## src/core/rtc_ctrl_consts.vh

```
`ifndef RTC_CTRL_CONSTS_VH
`define RTC_CTRL_CONSTS_VH

// Internal register addresses.
`define ADDR_TRIM        4'h7
`define ADDR_CTRL_ONE    4'hE
`define ADDR_CTRL_TWO    4'hF

// Control register one fields.
`define C1_ALARM_ONE_EN  7
`define C1_ALARM_TWO_EN  6
`define C1_TEST          3
`define C1_PERIOD_HI     2

// Control register two fields.
`define C2_HOUR_24       5
`define C2_ADJ_HALT      4
`define C2_CLK_OFF       3
`define C2_PERIODIC_FG   2
`define C2_ALARM_ONE_FG  1
`define C2_ALARM_TWO_FG  0

// Trim register fields.
`define TR_XTAL_SEL      7
`define TR_TRIM_HI       6

// Period select codes.
`define PER_OFF          3'h0
`define PER_LOW          3'h1
`define PER_2HZ          3'h2
`define PER_1HZ          3'h3
`define PER_SEC          3'h4
`define PER_MIN          3'h5
`define PER_HOUR         3'h6
`define PER_MONTH        3'h7

// Crystal rates in hertz and the counts that shape the pulse waveforms.
`define XTAL_HZ_A        32768
`define XTAL_HZ_B        32000
`define QTR_A            15'h2000
`define HALF_A           15'h4000
`define QTR3_A           15'h6000
`define QTR_B            15'h1F00
`define HALF_B           15'h3E00
`define QTR3_B           15'h5D80
`define PERIOD_A         15'h7FFF
`define PERIOD_B         15'h7CFF

// Lag from seconds count-up to the interrupt falling edge, in nanoseconds.
`define LAG_NS_A         92000
`define LAG_NS_B         94000

// BCD values used by the level-mode conditions and the seconds rounding.
`define BCD_ZERO         8'h00
`define BCD_THIRTY       8'h30
`define BCD_DAY_ONE      8'h01
`define BCD_AM12         8'h12

`endif

```

## src/core/rtc_control_and_interrupt.v

```verilog
`timescale 1ns/1ps
`default_nettype none
`include "rtc_ctrl_consts.vh"

module rtc_control_and_interrupt (
  // System clock and reset.
  input  wire        clk,
  input  wire        rst_n,
  // Register port from the serial interface decoder.
  input  wire [3:0]  reg_addr,
  input  wire [7:0]  reg_wdata,
  input  wire        reg_we,
  output reg  [7:0]  reg_rdata,
  // Crystal and oscillator detector pins.
  input  wire        xtal_in,
  input  wire        osc_running,
  // Time counter status from the counter block.
  input  wire        sec_tick,
  input  wire [7:0]  sec_value,
  input  wire [7:0]  min_value,
  input  wire [7:0]  hour_value,
  input  wire [7:0]  day_value,
  input  wire        alarm_one_match,
  input  wire        alarm_two_match,
  // Controls to the counter and trimming blocks.
  output reg         hour_24_mode,
  output reg         crystal_select,
  output reg  [6:0]  trim_code,
  output reg         test_mode,
  output reg         prescaler_clear,
  output reg         seconds_zero,
  output reg         minute_inc,
  // Pins.
  output reg         irq_out_n,
  output reg         crystal_clock_out
);

  // Lag in crystal cycles; microseconds first so the product stays inside 32 bits.
  localparam integer LAG_A_CYC = ((`LAG_NS_A / 1000) * `XTAL_HZ_A) / 1000000;
  localparam integer LAG_B_CYC = ((`LAG_NS_B / 1000) * `XTAL_HZ_B) / 1000000;
  localparam [14:0]  LAG_A     = LAG_A_CYC[14:0];
  localparam [14:0]  LAG_B     = LAG_B_CYC[14:0];

  // Control state.
  reg [2:0]  irq_period_sel;
  reg        alarm_one_enable;
  reg        alarm_two_enable;
  reg        clock_out_off;
  reg        osc_halt_flag;
  reg        alarm_one_flag;
  reg        alarm_two_flag;
  reg        level_flag;
  reg        level_pending;
  reg        periodic_held;
  // Pin synchronisers.
  reg        xtal_meta;
  reg        xtal_sync;
  reg        xtal_prev;
  reg        osc_meta;
  reg        osc_sync;
  // Crystal-cycle phase within the current second.
  reg [14:0] phase;

  wire       xtal_rise = xtal_sync & ~xtal_prev;
  wire       write_c1  = reg_we && (reg_addr == `ADDR_CTRL_ONE);
  wire       write_c2  = reg_we && (reg_addr == `ADDR_CTRL_TWO);
  wire       write_tr  = reg_we && (reg_addr == `ADDR_TRIM);
  wire       adj_req   = write_c2 && reg_wdata[`C2_ADJ_HALT];
  wire       level_mode = irq_period_sel[`C1_PERIOD_HI];

  // Thresholds follow the crystal choice so 32.000kHz gives 0.496s/0.504s halves.
  wire [14:0] lag    = crystal_select ? LAG_B : LAG_A;
  wire [14:0] qtr    = lag + (crystal_select ? `QTR_B : `QTR_A);
  wire [14:0] half   = lag + (crystal_select ? `HALF_B : `HALF_A);
  wire [14:0] qtr3   = lag + (crystal_select ? `QTR3_B : `QTR3_A);
  wire [14:0] period = crystal_select ? `PERIOD_B : `PERIOD_A;

  // Two flops on each pin before any logic looks at it.
  always @(posedge clk or negedge rst_n) begin
    if (!rst_n) begin
      xtal_meta <= 1'b0;
      xtal_sync <= 1'b0;
      xtal_prev <= 1'b0;
      osc_meta  <= 1'b0;
      osc_sync  <= 1'b0;
    end else begin
      xtal_meta <= xtal_in;
      xtal_sync <= xtal_meta;
      xtal_prev <= xtal_sync;
      osc_meta  <= osc_running;
      osc_sync  <= osc_meta;
    end
  end

  // Phase restarts on each count-up so trimmed seconds move the waveform too.
  always @(posedge clk or negedge rst_n) begin
    if (!rst_n) begin
      phase <= 15'h0000;
    end else if (sec_tick || adj_req) begin
      phase <= 15'h0000;
    end else if (xtal_rise) begin
      phase <= (phase == period) ? 15'h0000 : phase + 15'h0001;
    end
  end

  // Pulse-mode output levels; the low window opens after the count-up lag.
  wire low_1hz = (phase >= lag) && (phase < half);
  wire low_2hz = ((phase >= lag) && (phase < qtr)) ||
                 ((phase >= half) && (phase < qtr3));
  wire lag_hit = xtal_rise && (phase == lag);

  // Level-mode condition checked on the new counter values at count-up.
  reg level_cond;
  always @* begin
    case (irq_period_sel)
      `PER_SEC:   level_cond = 1'b1;
      `PER_MIN:   level_cond = (sec_value == `BCD_ZERO);
      `PER_HOUR:  level_cond = (sec_value == `BCD_ZERO) && (min_value == `BCD_ZERO);
      `PER_MONTH: level_cond = (sec_value == `BCD_ZERO) && (min_value == `BCD_ZERO) &&
                               (hour_value == (hour_24_mode ? `BCD_ZERO : `BCD_AM12)) &&
                               (day_value == `BCD_DAY_ONE);
      default:    level_cond = 1'b0;
    endcase
  end

  // Periodic request, combining fixed, pulse and level forms.
  reg periodic_low;
  always @* begin
    case (irq_period_sel)
      `PER_OFF: periodic_low = 1'b0;
      `PER_LOW: periodic_low = 1'b1;
      `PER_2HZ: periodic_low = low_2hz;
      `PER_1HZ: periodic_low = low_1hz;
      default:  periodic_low = level_flag;
    endcase
  end

  // Level-mode flag: armed at count-up, falls low after the lag, cleared by zero.
  always @(posedge clk or negedge rst_n) begin
    if (!rst_n) begin
      level_pending <= 1'b0;
      level_flag    <= 1'b0;
    end else if (!level_mode) begin
      level_pending <= 1'b0;
      level_flag    <= 1'b0;
    end else begin
      if (sec_tick && level_cond) begin
        level_pending <= 1'b1;
      end else if (lag_hit) begin
        level_pending <= 1'b0;
      end
      // The set wins over a clear arriving in the same cycle.
      if (level_pending && lag_hit) begin
        level_flag <= 1'b1;
      end else if (write_c2 && !reg_wdata[`C2_PERIODIC_FG]) begin
        level_flag <= 1'b0;
      end
    end
  end

  // Halt flag: set from reset or a stopped oscillator, cleared by a control two write while running.
  always @(posedge clk or negedge rst_n) begin
    if (!rst_n) begin
      osc_halt_flag <= 1'b1;
    end else if (!osc_sync) begin
      osc_halt_flag <= 1'b1;
    end else if (write_c2) begin
      osc_halt_flag <= 1'b0;
    end
  end

  // Configuration bits; while halted all but hour_24_mode are forced back to zero.
  always @(posedge clk or negedge rst_n) begin
    if (!rst_n) begin
      irq_period_sel   <= 3'h0;
      alarm_one_enable <= 1'b0;
      alarm_two_enable <= 1'b0;
      test_mode        <= 1'b0;
      clock_out_off    <= 1'b0;
      crystal_select   <= 1'b0;
      trim_code        <= 7'h00;
      hour_24_mode     <= 1'b0;
    end else begin
      if (write_c2) begin
        hour_24_mode <= reg_wdata[`C2_HOUR_24];
      end
      if (osc_halt_flag) begin
        irq_period_sel   <= 3'h0;
        alarm_one_enable <= 1'b0;
        alarm_two_enable <= 1'b0;
        test_mode        <= 1'b0;
        clock_out_off    <= 1'b0;
        crystal_select   <= 1'b0;
        trim_code        <= 7'h00;
      end else begin
        if (write_c1) begin
          alarm_one_enable <= reg_wdata[`C1_ALARM_ONE_EN];
          alarm_two_enable <= reg_wdata[`C1_ALARM_TWO_EN];
          test_mode        <= reg_wdata[`C1_TEST];
          irq_period_sel   <= reg_wdata[`C1_PERIOD_HI:0];
        end
        if (write_c2) begin
          clock_out_off <= reg_wdata[`C2_CLK_OFF];
        end
        if (write_tr) begin
          crystal_select <= reg_wdata[`TR_XTAL_SEL];
          trim_code      <= reg_wdata[`TR_TRIM_HI:0];
        end
      end
    end
  end

  // Alarm flags: a match wins over a clear in the same cycle.
  always @(posedge clk or negedge rst_n) begin
    if (!rst_n) begin
      alarm_one_flag <= 1'b0;
      alarm_two_flag <= 1'b0;
    end else begin
      if (!alarm_one_enable) begin
        alarm_one_flag <= 1'b0;
      end else if (alarm_one_match) begin
        alarm_one_flag <= 1'b1;
      end else if (write_c2 && !reg_wdata[`C2_ALARM_ONE_FG]) begin
        alarm_one_flag <= 1'b0;
      end
      if (!alarm_two_enable) begin
        alarm_two_flag <= 1'b0;
      end else if (alarm_two_match) begin
        alarm_two_flag <= 1'b1;
      end else if (write_c2 && !reg_wdata[`C2_ALARM_TWO_FG]) begin
        alarm_two_flag <= 1'b0;
      end
    end
  end

  // Seconds adjust pulses land one cycle after the write, far inside 122 us.
  always @(posedge clk or negedge rst_n) begin
    if (!rst_n) begin
      prescaler_clear <= 1'b0;
      seconds_zero    <= 1'b0;
      minute_inc      <= 1'b0;
    end else begin
      prescaler_clear <= adj_req;
      seconds_zero    <= adj_req;
      minute_inc      <= adj_req && (sec_value >= `BCD_THIRTY);
    end
  end

  // Pins come straight from flops; the irq is an OR of every live source.
  always @(posedge clk or negedge rst_n) begin
    if (!rst_n) begin
      irq_out_n         <= 1'b1;
      crystal_clock_out <= 1'b0;
      periodic_held     <= 1'b0;
    end else begin
      irq_out_n <= ~((periodic_low & ~osc_halt_flag) |
                     alarm_one_flag | alarm_two_flag);
      crystal_clock_out <= xtal_sync & ~clock_out_off;
      // The periodic flag moves with the pin, so a read never disagrees with it.
      periodic_held <= periodic_low & ~osc_halt_flag;
    end
  end

  // Read data; the adjust position returns the halt flag instead.
  always @* begin
    case (reg_addr)
      `ADDR_CTRL_ONE: reg_rdata = {alarm_one_enable, alarm_two_enable, 2'b00,
                                   test_mode, irq_period_sel};
      // A disabled alarm reads zero at once, before its flag has been cleared.
      `ADDR_CTRL_TWO: reg_rdata = {2'b00, hour_24_mode, osc_halt_flag,
                                   clock_out_off, periodic_held,
                                   alarm_one_flag & alarm_one_enable,
                                   alarm_two_flag & alarm_two_enable};
      `ADDR_TRIM:     reg_rdata = {crystal_select, trim_code};
      default:        reg_rdata = 8'h00;
    endcase
  end

endmodule
`default_nettype wire

```

## config.mk

```make
export PLATFORM = sky130hd
export DESIGN_NAME = rtc_control_and_interrupt
export DESIGN_NICKNAME = d
export VERILOG_FILES = /design/src/core/rtc_control_and_interrupt.v
export VERILOG_INCLUDE_DIRS = /design/src /design/src/core
export SDC_FILE = /design/constraint.sdc
export NUM_CORES = 1
export LEC_CHECK = 0
export ABC_AREA = 1
export BUFFER_PORTS_ARGS = -buffer_cell sky130_fd_sc_hd__buf_2
export CAP_MARGIN = 25
export CORE_MARGIN = 3
export CORE_UTILIZATION = 48
export DETAILED_ROUTE_END_ITERATION = 8
export GPL_TIMING_DRIVEN = 0
export PLACE_DENSITY = 0.76
export SLEW_MARGIN = 20
export SYNTH_ARGS = -nofsm -noshare
export SYNTH_HDL_FRONTEND = slang
export SYNTH_SLANG_ARGS = --single-unit
```

## constraint.sdc

```tcl
create_clock -name clk -period 1.6 [get_ports clk]
set_input_delay 0.08 -clock clk [delete_from_list [all_inputs] [get_ports clk]]
set_output_delay 0.08 -clock clk [all_outputs]
set_load 0.005 [all_outputs]
```

==> impl_results.md, run 1 <==
* Outcome: finished, violations left
* Violations in the final reports: negative setup slack
* Biggest registers after layout: phase (15), trim_code (7), irq_period_sel (3)
* Total CTS buffers at 5
* Commonest non-fill, non-tap cell in the layout: buf_2
* Unrepaired setup endpoints after global routing: yes
* DRT iter0 DRCs at between 200 and 250
* Finished Layout Cells at 569
* WP depth at 10
* Clock share of power at 34.0%
* Max-capacitance violation count at 0
* Final Net Count at ~560
* Area grow syn2layout at 36.38%
* DR vias at about 3k
* Place WS at -0.3922 ns
* Min Tclk post-route at about 1.9 ns
* P_sw at between 600 and 700 uW
* Slowest stage delay, CP at ~0.49 ns
* Top delay family on crit path: flip-flops
* CORE AREA at about 5700 um2
* CTS tree: yes
* Buf+Inv Stages, Crit Path at 2
* Synthesized net count at between 400 and 500
* Wire per inst at 14.37 um
* Synth Instances at 393
* Full die area at around 7000 um2
* Period utilization at 116.2%
* Combinational Power Share at around an eighth
* Met1 Resource Use GR at a little under a third
* Worst hold path depth at 3
* Ant diodes at 0
* Synth Flop Type: dfrtp_1
* Detailed Place HPWL at approximately 5700 um
* Fin. max-slew vios at 0
* Clock Tree Root: clkbuf_8
* Max FFs per register at 15
* I/O Pins at 75
* Syn Area/Cell at between 7 and 8 um2
* Number of global-route vias before repair at between 2k and 3k
* Worst-path cell chain: inv_8 -> ha_4 -> nand2_4 -> nor2_4 -> buf_4 -> a21oi_4 -> nand3_2 -> a21oi_2 -> nand2_1 -> a21oi_2
* Die Ht at about 84 um
* Gr usage total at ~23%
* CTS H-Tree Depth at 2
* Largest Register: phase
* Critical Path Fanout Max at 7
* Required @ worst endpoint at about 1.8 ns
* Share of layout cells above drive strength 1 at approximately a third
* Most used cell, CP: a21oi_2
* Met3 usage at 4.738%
* Seq cells post-synth at 46
* Internal at 1.625 mW
* Reg clk slew, reported paths at 0.10 ns
* Worst r2r path cells at 10
* Routability congestion estimate at 0.8772
* Largest net degree at the start of global routing at 47
* HP Class: in2reg
* Count of cell types in the netlist at 37
* # port buffers at 74
* Drt drc at 0
* Sequential power share at between 50% and 60%
* Syn Std Cell Area at approximately 3000 um2
* Slew @ Worst Pin at just under 0.6 ns
* Slowest CP cell: dfrtp_2
* Placed insts at roughly 540
* Met2 usage at about two fifths
* WS Path Type: reg2reg
* Sw Share at about 27%
* Global-route wire length before repair at 13540 um
* Seq/Total Area, Yosys at 39.60%
* Placement Cell Area at 3433 um2
* Worst Path Arrival at between 2 and 2.5 ns
* Clock Sinks at 46
* Asr flop ratio synth at 100.0%
* Grt total ovfl at 0
* Final hold viol count at 0
* Worst vdd ir at slightly above 0.5 mV
* Worst Skew at ~0.0094 ns
* Power consumption at about 2.2 mW
* Clock latency on the worst-skew pair at 0.31 ns
* Gr busiest metal: met2
* WL final at between 8000 and 9000 um
* Final Util at a little over two thirds
* Final setup fails at 18
* Fmax at around 540 MHz
* Via density at 5.369
* EDFF count, synth at 0
* Antenna Violating Nets Remaining at 0
* Initial Util at between 50% and 60%
* Row cnt at 27
* Initial antenna violation count at 0
* Setup WS post-layout at -0.2594 ns
* First-pass DRT Iterations at 4
* Fin area at ~4000 um2
* Slew margin rel. at approximately three fifths
* Die X-Extent at around 84 um
* Crit end category: flop
* Pwr/cell area at between 500 and 600 nW/um2
* CP startpoint kind: flop
* LEAKAGE at about 2 nW
* Deepest clock path buffer count at 2
* Most frequent cells in the layout: buf_2, nand2_1, inv_1
* Syn. warnings at 0
-- cells in the mapped netlist, types with 2 or more instances --
| cell type | n | area [um2] |
|---|---|---|
| dfstp_2 | 2 | 52.55 |
| nand3_1 | 22 | 110.1 |
| xor2_1 | 5 | 43.79 |
| ha_1 | 10 | 125.1 |
| o21ai_0 | 33 | 165.2 |
| inv_2 | 3 | 11.26 |
| nor2_1 | 51 | 191.4 |
| nor3_2 | 3 | 30.03 |
| nand2_2 | 2 | 12.51 |
| buf_2 | 4 | 20.02 |
| nor3_1 | 13 | 65.06 |
| or2_2 | 3 | 18.77 |
| o22ai_1 | 4 | 25.02 |
| nor2_4 | 2 | 22.52 |
| nand2_1 | 80 | 300.3 |
| nand4_1 | 9 | 56.30 |
| o221ai_1 | 4 | 35.03 |
| nor3b_1 | 2 | 15.01 |
| inv_1 | 59 | 221.5 |
| dfrtp_1 | 44 | 1101 |
| nand2_4 | 4 | 45.04 |
| a21oi_1 | 17 | 85.08 |
| nand3b_1 | 3 | 22.52 |
-- path summary, 6_finish.rpt --
| check | from | end | slack [ns] |
|---|---|---|---|
| min in group asynchronous | rst_n | trim_code[4] | 0.32 |
| max in group asynchronous | rst_n | crystal_select | 0.85 |
| hold reg to reg | xtal_meta | xtal_sync | 0.36 |
| setup reg to reg | crystal_select | irq_out_n | -0.26 |
| hold / removal | alarm_one_match | alarm_one_flag | 0.0007 |
| setup / recovery | crystal_select | irq_out_n | -0.26 |
-- kinds of logic (layout without fill, tap and decap cells) --
family / count (synthesis) / count (layout) / share of synthesized area, %
adder cells (fa/ha/maj): 10 / 10 / 4.296
buffers and inverters: 69 / 173 / 9.536
AND/OR/NAND/NOR: 197 / 197 / 31.96
AO/OA/AOI/OAI: 65 / 65 / 12.71
multiplexers: 1 / 1 / 0.3866
flip-flops: 46 / 46 / 39.60
XOR/XNOR: 5 / 5 / 1.503
-- worst min-delay path, delay by kind of cell --
kind            cells  cell delay (ns)
buf+inv             1             0.08
compound gates      1             0.07
simple gates        1             0.04
-- what timing repair did --
action / 4_1_cts / 5_1_grt
hold buffers: 4 / 0
hold endpoints to repair: 47 / 0
setup endpoints to repair: 17 / 19
resized for setup: 25 / 38
setup buffers: 13 / 5
gates cloned: 0 / 0
pin swaps: 25 / 17
-- power by group through the flow --
stage	Sequential [mW]	Combinational, mW	Clock [mW]
after floorplan	1.22	0.107	0
after global placement	1.22	0.234	0
after detailed placement	1.22	0.239	0
after CTS	1.20	0.263	0.769
after global routing	1.20	0.317	0.828
final	1.20	0.282	0.761
-- through the flow --
stage / setup TNS (ns) / hold WS (ns)
floorplan: -0.1452 / -0.2156
global placement: -3.058 / 0.1877
detailed placement: -3.243 / 0.1909
CTS: -0.9021 / 0.002504
global route: -4.817 / 0.008543
finish: -3.431 / 0.0007391
-- metal layers --
layer	wire length, um	up-vias
met2	3943	116
met4	107	0
met5	0	-
met3	615	14
met1	3511	1432
li1	-	1493
-- layout make-up --
cell class,count,area [um2]
Fill cell,473,1703
Clock buffer,5,68.82
Inverter,63,246.5
Timing Repair Buffer,96,590.6
Sequential cell,46,1156
Multi-Input combinational cell,278,1757
Tap cell,72,90.09
Buffer,6,38.79
Clock inverter,3,25.02
No activity file was read; power rests on OpenSTA's default activity.
==> inputs of run 2 (changes only) <==
BUFFER_PORTS_ARGS = unset   (was -buffer_cell sky130_fd_sc_hd__buf_2)
CORE_UTILIZATION = 57   (was 48)
DONT_BUFFER_PORTS = 1   (was unset)
GPL_TIMING_DRIVEN = unset   (was 0)
PLACE_DENSITY = 0.75   (was 0.76)
==> impl_results.md, run 2 (synthesis results as in run 1) <==
* Outcome: finished, violations left (unchanged)
* Violations in the final reports: negative setup slack (unchanged)
* Worst-path cell chain: inv_4 -> ha_4 -> buf_4 -> a21oi_1 -> o21ai_0 -> nand2_1 -> nand3b_1 -> nand2_1 -> nand2_1 -> nand2_1 -> a21oi_1 (was inv_8 -> ha_4 -> nand2_4 -> nor2_4 -> buf_4 -> a21oi_4 -> nand3_2 -> a21oi_2 -> nand2_1 -> a21oi_2)
* Worst vdd ir at 0.5942 mV (was 0.5198 mV)
* Setup TNS at -1.263 ns (was -3.431 ns)
* Fin Hold WS at 0.01750 ns (was 0.0007391 ns)
* Clock Tree Root: clkbuf_8 (unchanged)
* Worst Skew at 0.01032 ns (was 0.009446 ns)
* Crit end category: flop (unchanged)
* Worst Path Arrival at 2.08 ns (was 2.10 ns)
* DRT iter0 DRCs at 260 (was 202)
* Number of global-route vias before repair at 2815 (was 2923)
* Reg clk slew, reported paths at 0.10 ns (about the same)
* Die Ht at 77.49 um (was 83.90 um)
* HP Class: in2reg (unchanged)
* Min Tclk post-route at 1.837 ns (was 1.859 ns)
* Full die area at 6004 um2 (was 7039 um2)
* Placed insts at 484 (was 539)
* CTS H-Tree Depth at 2 (unchanged)
* WL final at 8087 um (was 8177 um)
* Critical Path Fanout Max at 7 (unchanged)
* Initial Util at 60.47% (was 51.32%)
* Final hold viol count at 0 (unchanged)
* Required @ worst endpoint at 1.84 ns (about the same)
* Largest Register: phase (unchanged)
* Period utilization at 114.8% (was 116.2%)
* Deepest clock path buffer count at 2 (unchanged)
* Slowest stage delay, CP at 0.43 ns (was 0.49 ns)
* LEAKAGE at 1.724 nW (was 1.961 nW)
* Unrepaired setup endpoints after global routing: yes (unchanged)
* Area grow syn2layout at 26.85% (was 36.38%)
* First-pass DRT Iterations at 5 (was 4)
* CORE AREA at 4817 um2 (was 5675 um2)
* Slew @ Worst Pin at 0.4646 ns (was 0.5837 ns)
* Total CTS buffers at 5 (unchanged)
* Slowest CP cell: dfrtp_1 (was dfrtp_2)
* Reg area at 1154 um2 (was 1156 um2)
* Slew margin rel. at 68.99% (was 61.08%)
* Clock Sinks at 46 (unchanged)
* # port buffers at 0 (was 74)
* Max FFs per register at 15 (unchanged)
* Ant diodes at 0 (unchanged)
* Final setup fails at 16 (was 18)
* Top delay family on crit path: flip-flops (unchanged)
* Clock latency on the worst-skew pair at 0.32 ns (was 0.31 ns)
* Finished Layout Cells at 516 (was 569)
* I/O Pins at 75 (unchanged)
* Share of layout cells above drive strength 1 at 23.61% (was 35.01%)
* Most frequent cells in the layout: nand2_1, inv_1, nor2_1 (was buf_2, nand2_1, inv_1)
* Place WS at -0.2003 ns (was -0.3922 ns)
* CP startpoint kind: flop (unchanged)
* Biggest registers after layout: phase (15), trim_code (7), irq_period_sel (3) (unchanged)
* CTS tree: yes (unchanged)
* Global-route wire length before repair at 13180 um (was 13540 um)
* DR vias at 2858 (was 3055)
* Die X-Extent at 77.49 um (was 83.90 um)
* Detailed Place HPWL at 5834 um (was 5656 um)
* Filler instances at 357 (was 473)
* Initial antenna violation count at 0 (unchanged)
* Grt total ovfl at 0 (unchanged)
* Area of the multi-input gates at 1650 um2 (was 1757 um2)
* Largest net degree at the start of global routing at 47 (unchanged)
* Wire per inst at 15.67 um (was 14.37 um)
* Final Util at 76.70% (was 70.00%)
* Via density at 5.539 (was 5.369)
* Fmax at 544.3 MHz (was 537.8 MHz)
* Setup WS post-layout at -0.2372 ns (was -0.2594 ns)
* Row cnt at 25 (was 27)
* Fin. max-slew vios at 0 (unchanged)
* Buf+Inv Stages, Crit Path at 2 (unchanged)
* Routability congestion estimate at 0.9189 (was 0.8772)
* Gr usage total at 27.47% (was 23.12%)
* Antenna Violating Nets Remaining at 0 (unchanged)
* Max-capacitance violation count at 0 (unchanged)
* WS Path Type: reg2reg (unchanged)
* Pwr/cell area at 593.4 nW/um2 (was 563.7 nW/um2)
* Drt drc at 0 (unchanged)
* Final Net Count at 510 (was 558)
* Most used cell, CP: nand2_1 (was a21oi_2)
* Commonest non-fill, non-tap cell in the layout: nand2_1 (was buf_2)
## run 2: changes by cell type in the layout (fill, tap and decap cells not counted), sizes merged
cell         change
dlygate4sd3     +13
buf             -61
## run 2: worst register-to-register path: stages (launching register included)
cell and delay [ns]:
dfrtp_1 0.43, inv_4 0.12, ha_4 0.31, buf_4 0.12, a21oi_1 0.05, o21ai_0 0.21, nand2_1 0.12, nand3b_1 0.10
nand2_1 0.05, nand2_1 0.08, nand2_1 0.06, a21oi_1 0.13
## run 2: power by group
part,switching (mW),internal (mW)
sequential,0.0158,1.19
clock,0.459,0.316
combinational,0.132,0.0837
## run 2: worst paths after layout
check	to	slack, ns	depth (start not counted)	from
setup / recovery	irq_out_n	-0.24	11	crystal_select
hold / removal	level_flag	0.02	2	reg_wdata[2]
setup reg to reg	irq_out_n	-0.24	11	crystal_select
hold reg to reg	xtal_sync	0.36	0	xtal_meta
max in group asynchronous	irq_out_n	1.06	2	rst_n
min in group asynchronous	phase[12]	0.25	2	rst_n
## run 2: timing repair
item	in CTS	in global routing
buffers inserted	3	3
gates resized for setup	17	13
hold endpoints to repair	60	0
setup endpoints to repair	17	19
hold buffers	18	0
pin swaps	18	4
## run 2: final cells by class
class,instances,area share (%)
multi-input cells,278,44.67
flip-flops and latches,46,31.22
repair buffers,54,12.77
inverters,63,6.536
well taps,67,2.269
clock buffers,5,1.863
clock inverters,3,0.6773
## run 2: metrics by stage
step / total power [mW] / instance area [um2]
finish: 2.192 / 3695
global route: 2.263 / 3695
CTS: 2.178 / 3630
detailed placement: 1.366 / 3243
global placement: 1.360 / 3243
floorplan: 1.328 / 2973
## run 2: metal layers
metal,track usage [%],vias to the layer above,share of wire (%)
li1,-,1388,-
met1,36.29,1341,43
met2,45.25,113,49
met3,5.220,16,5.6
met4,9.431,0,1.7
met5,0,-,0
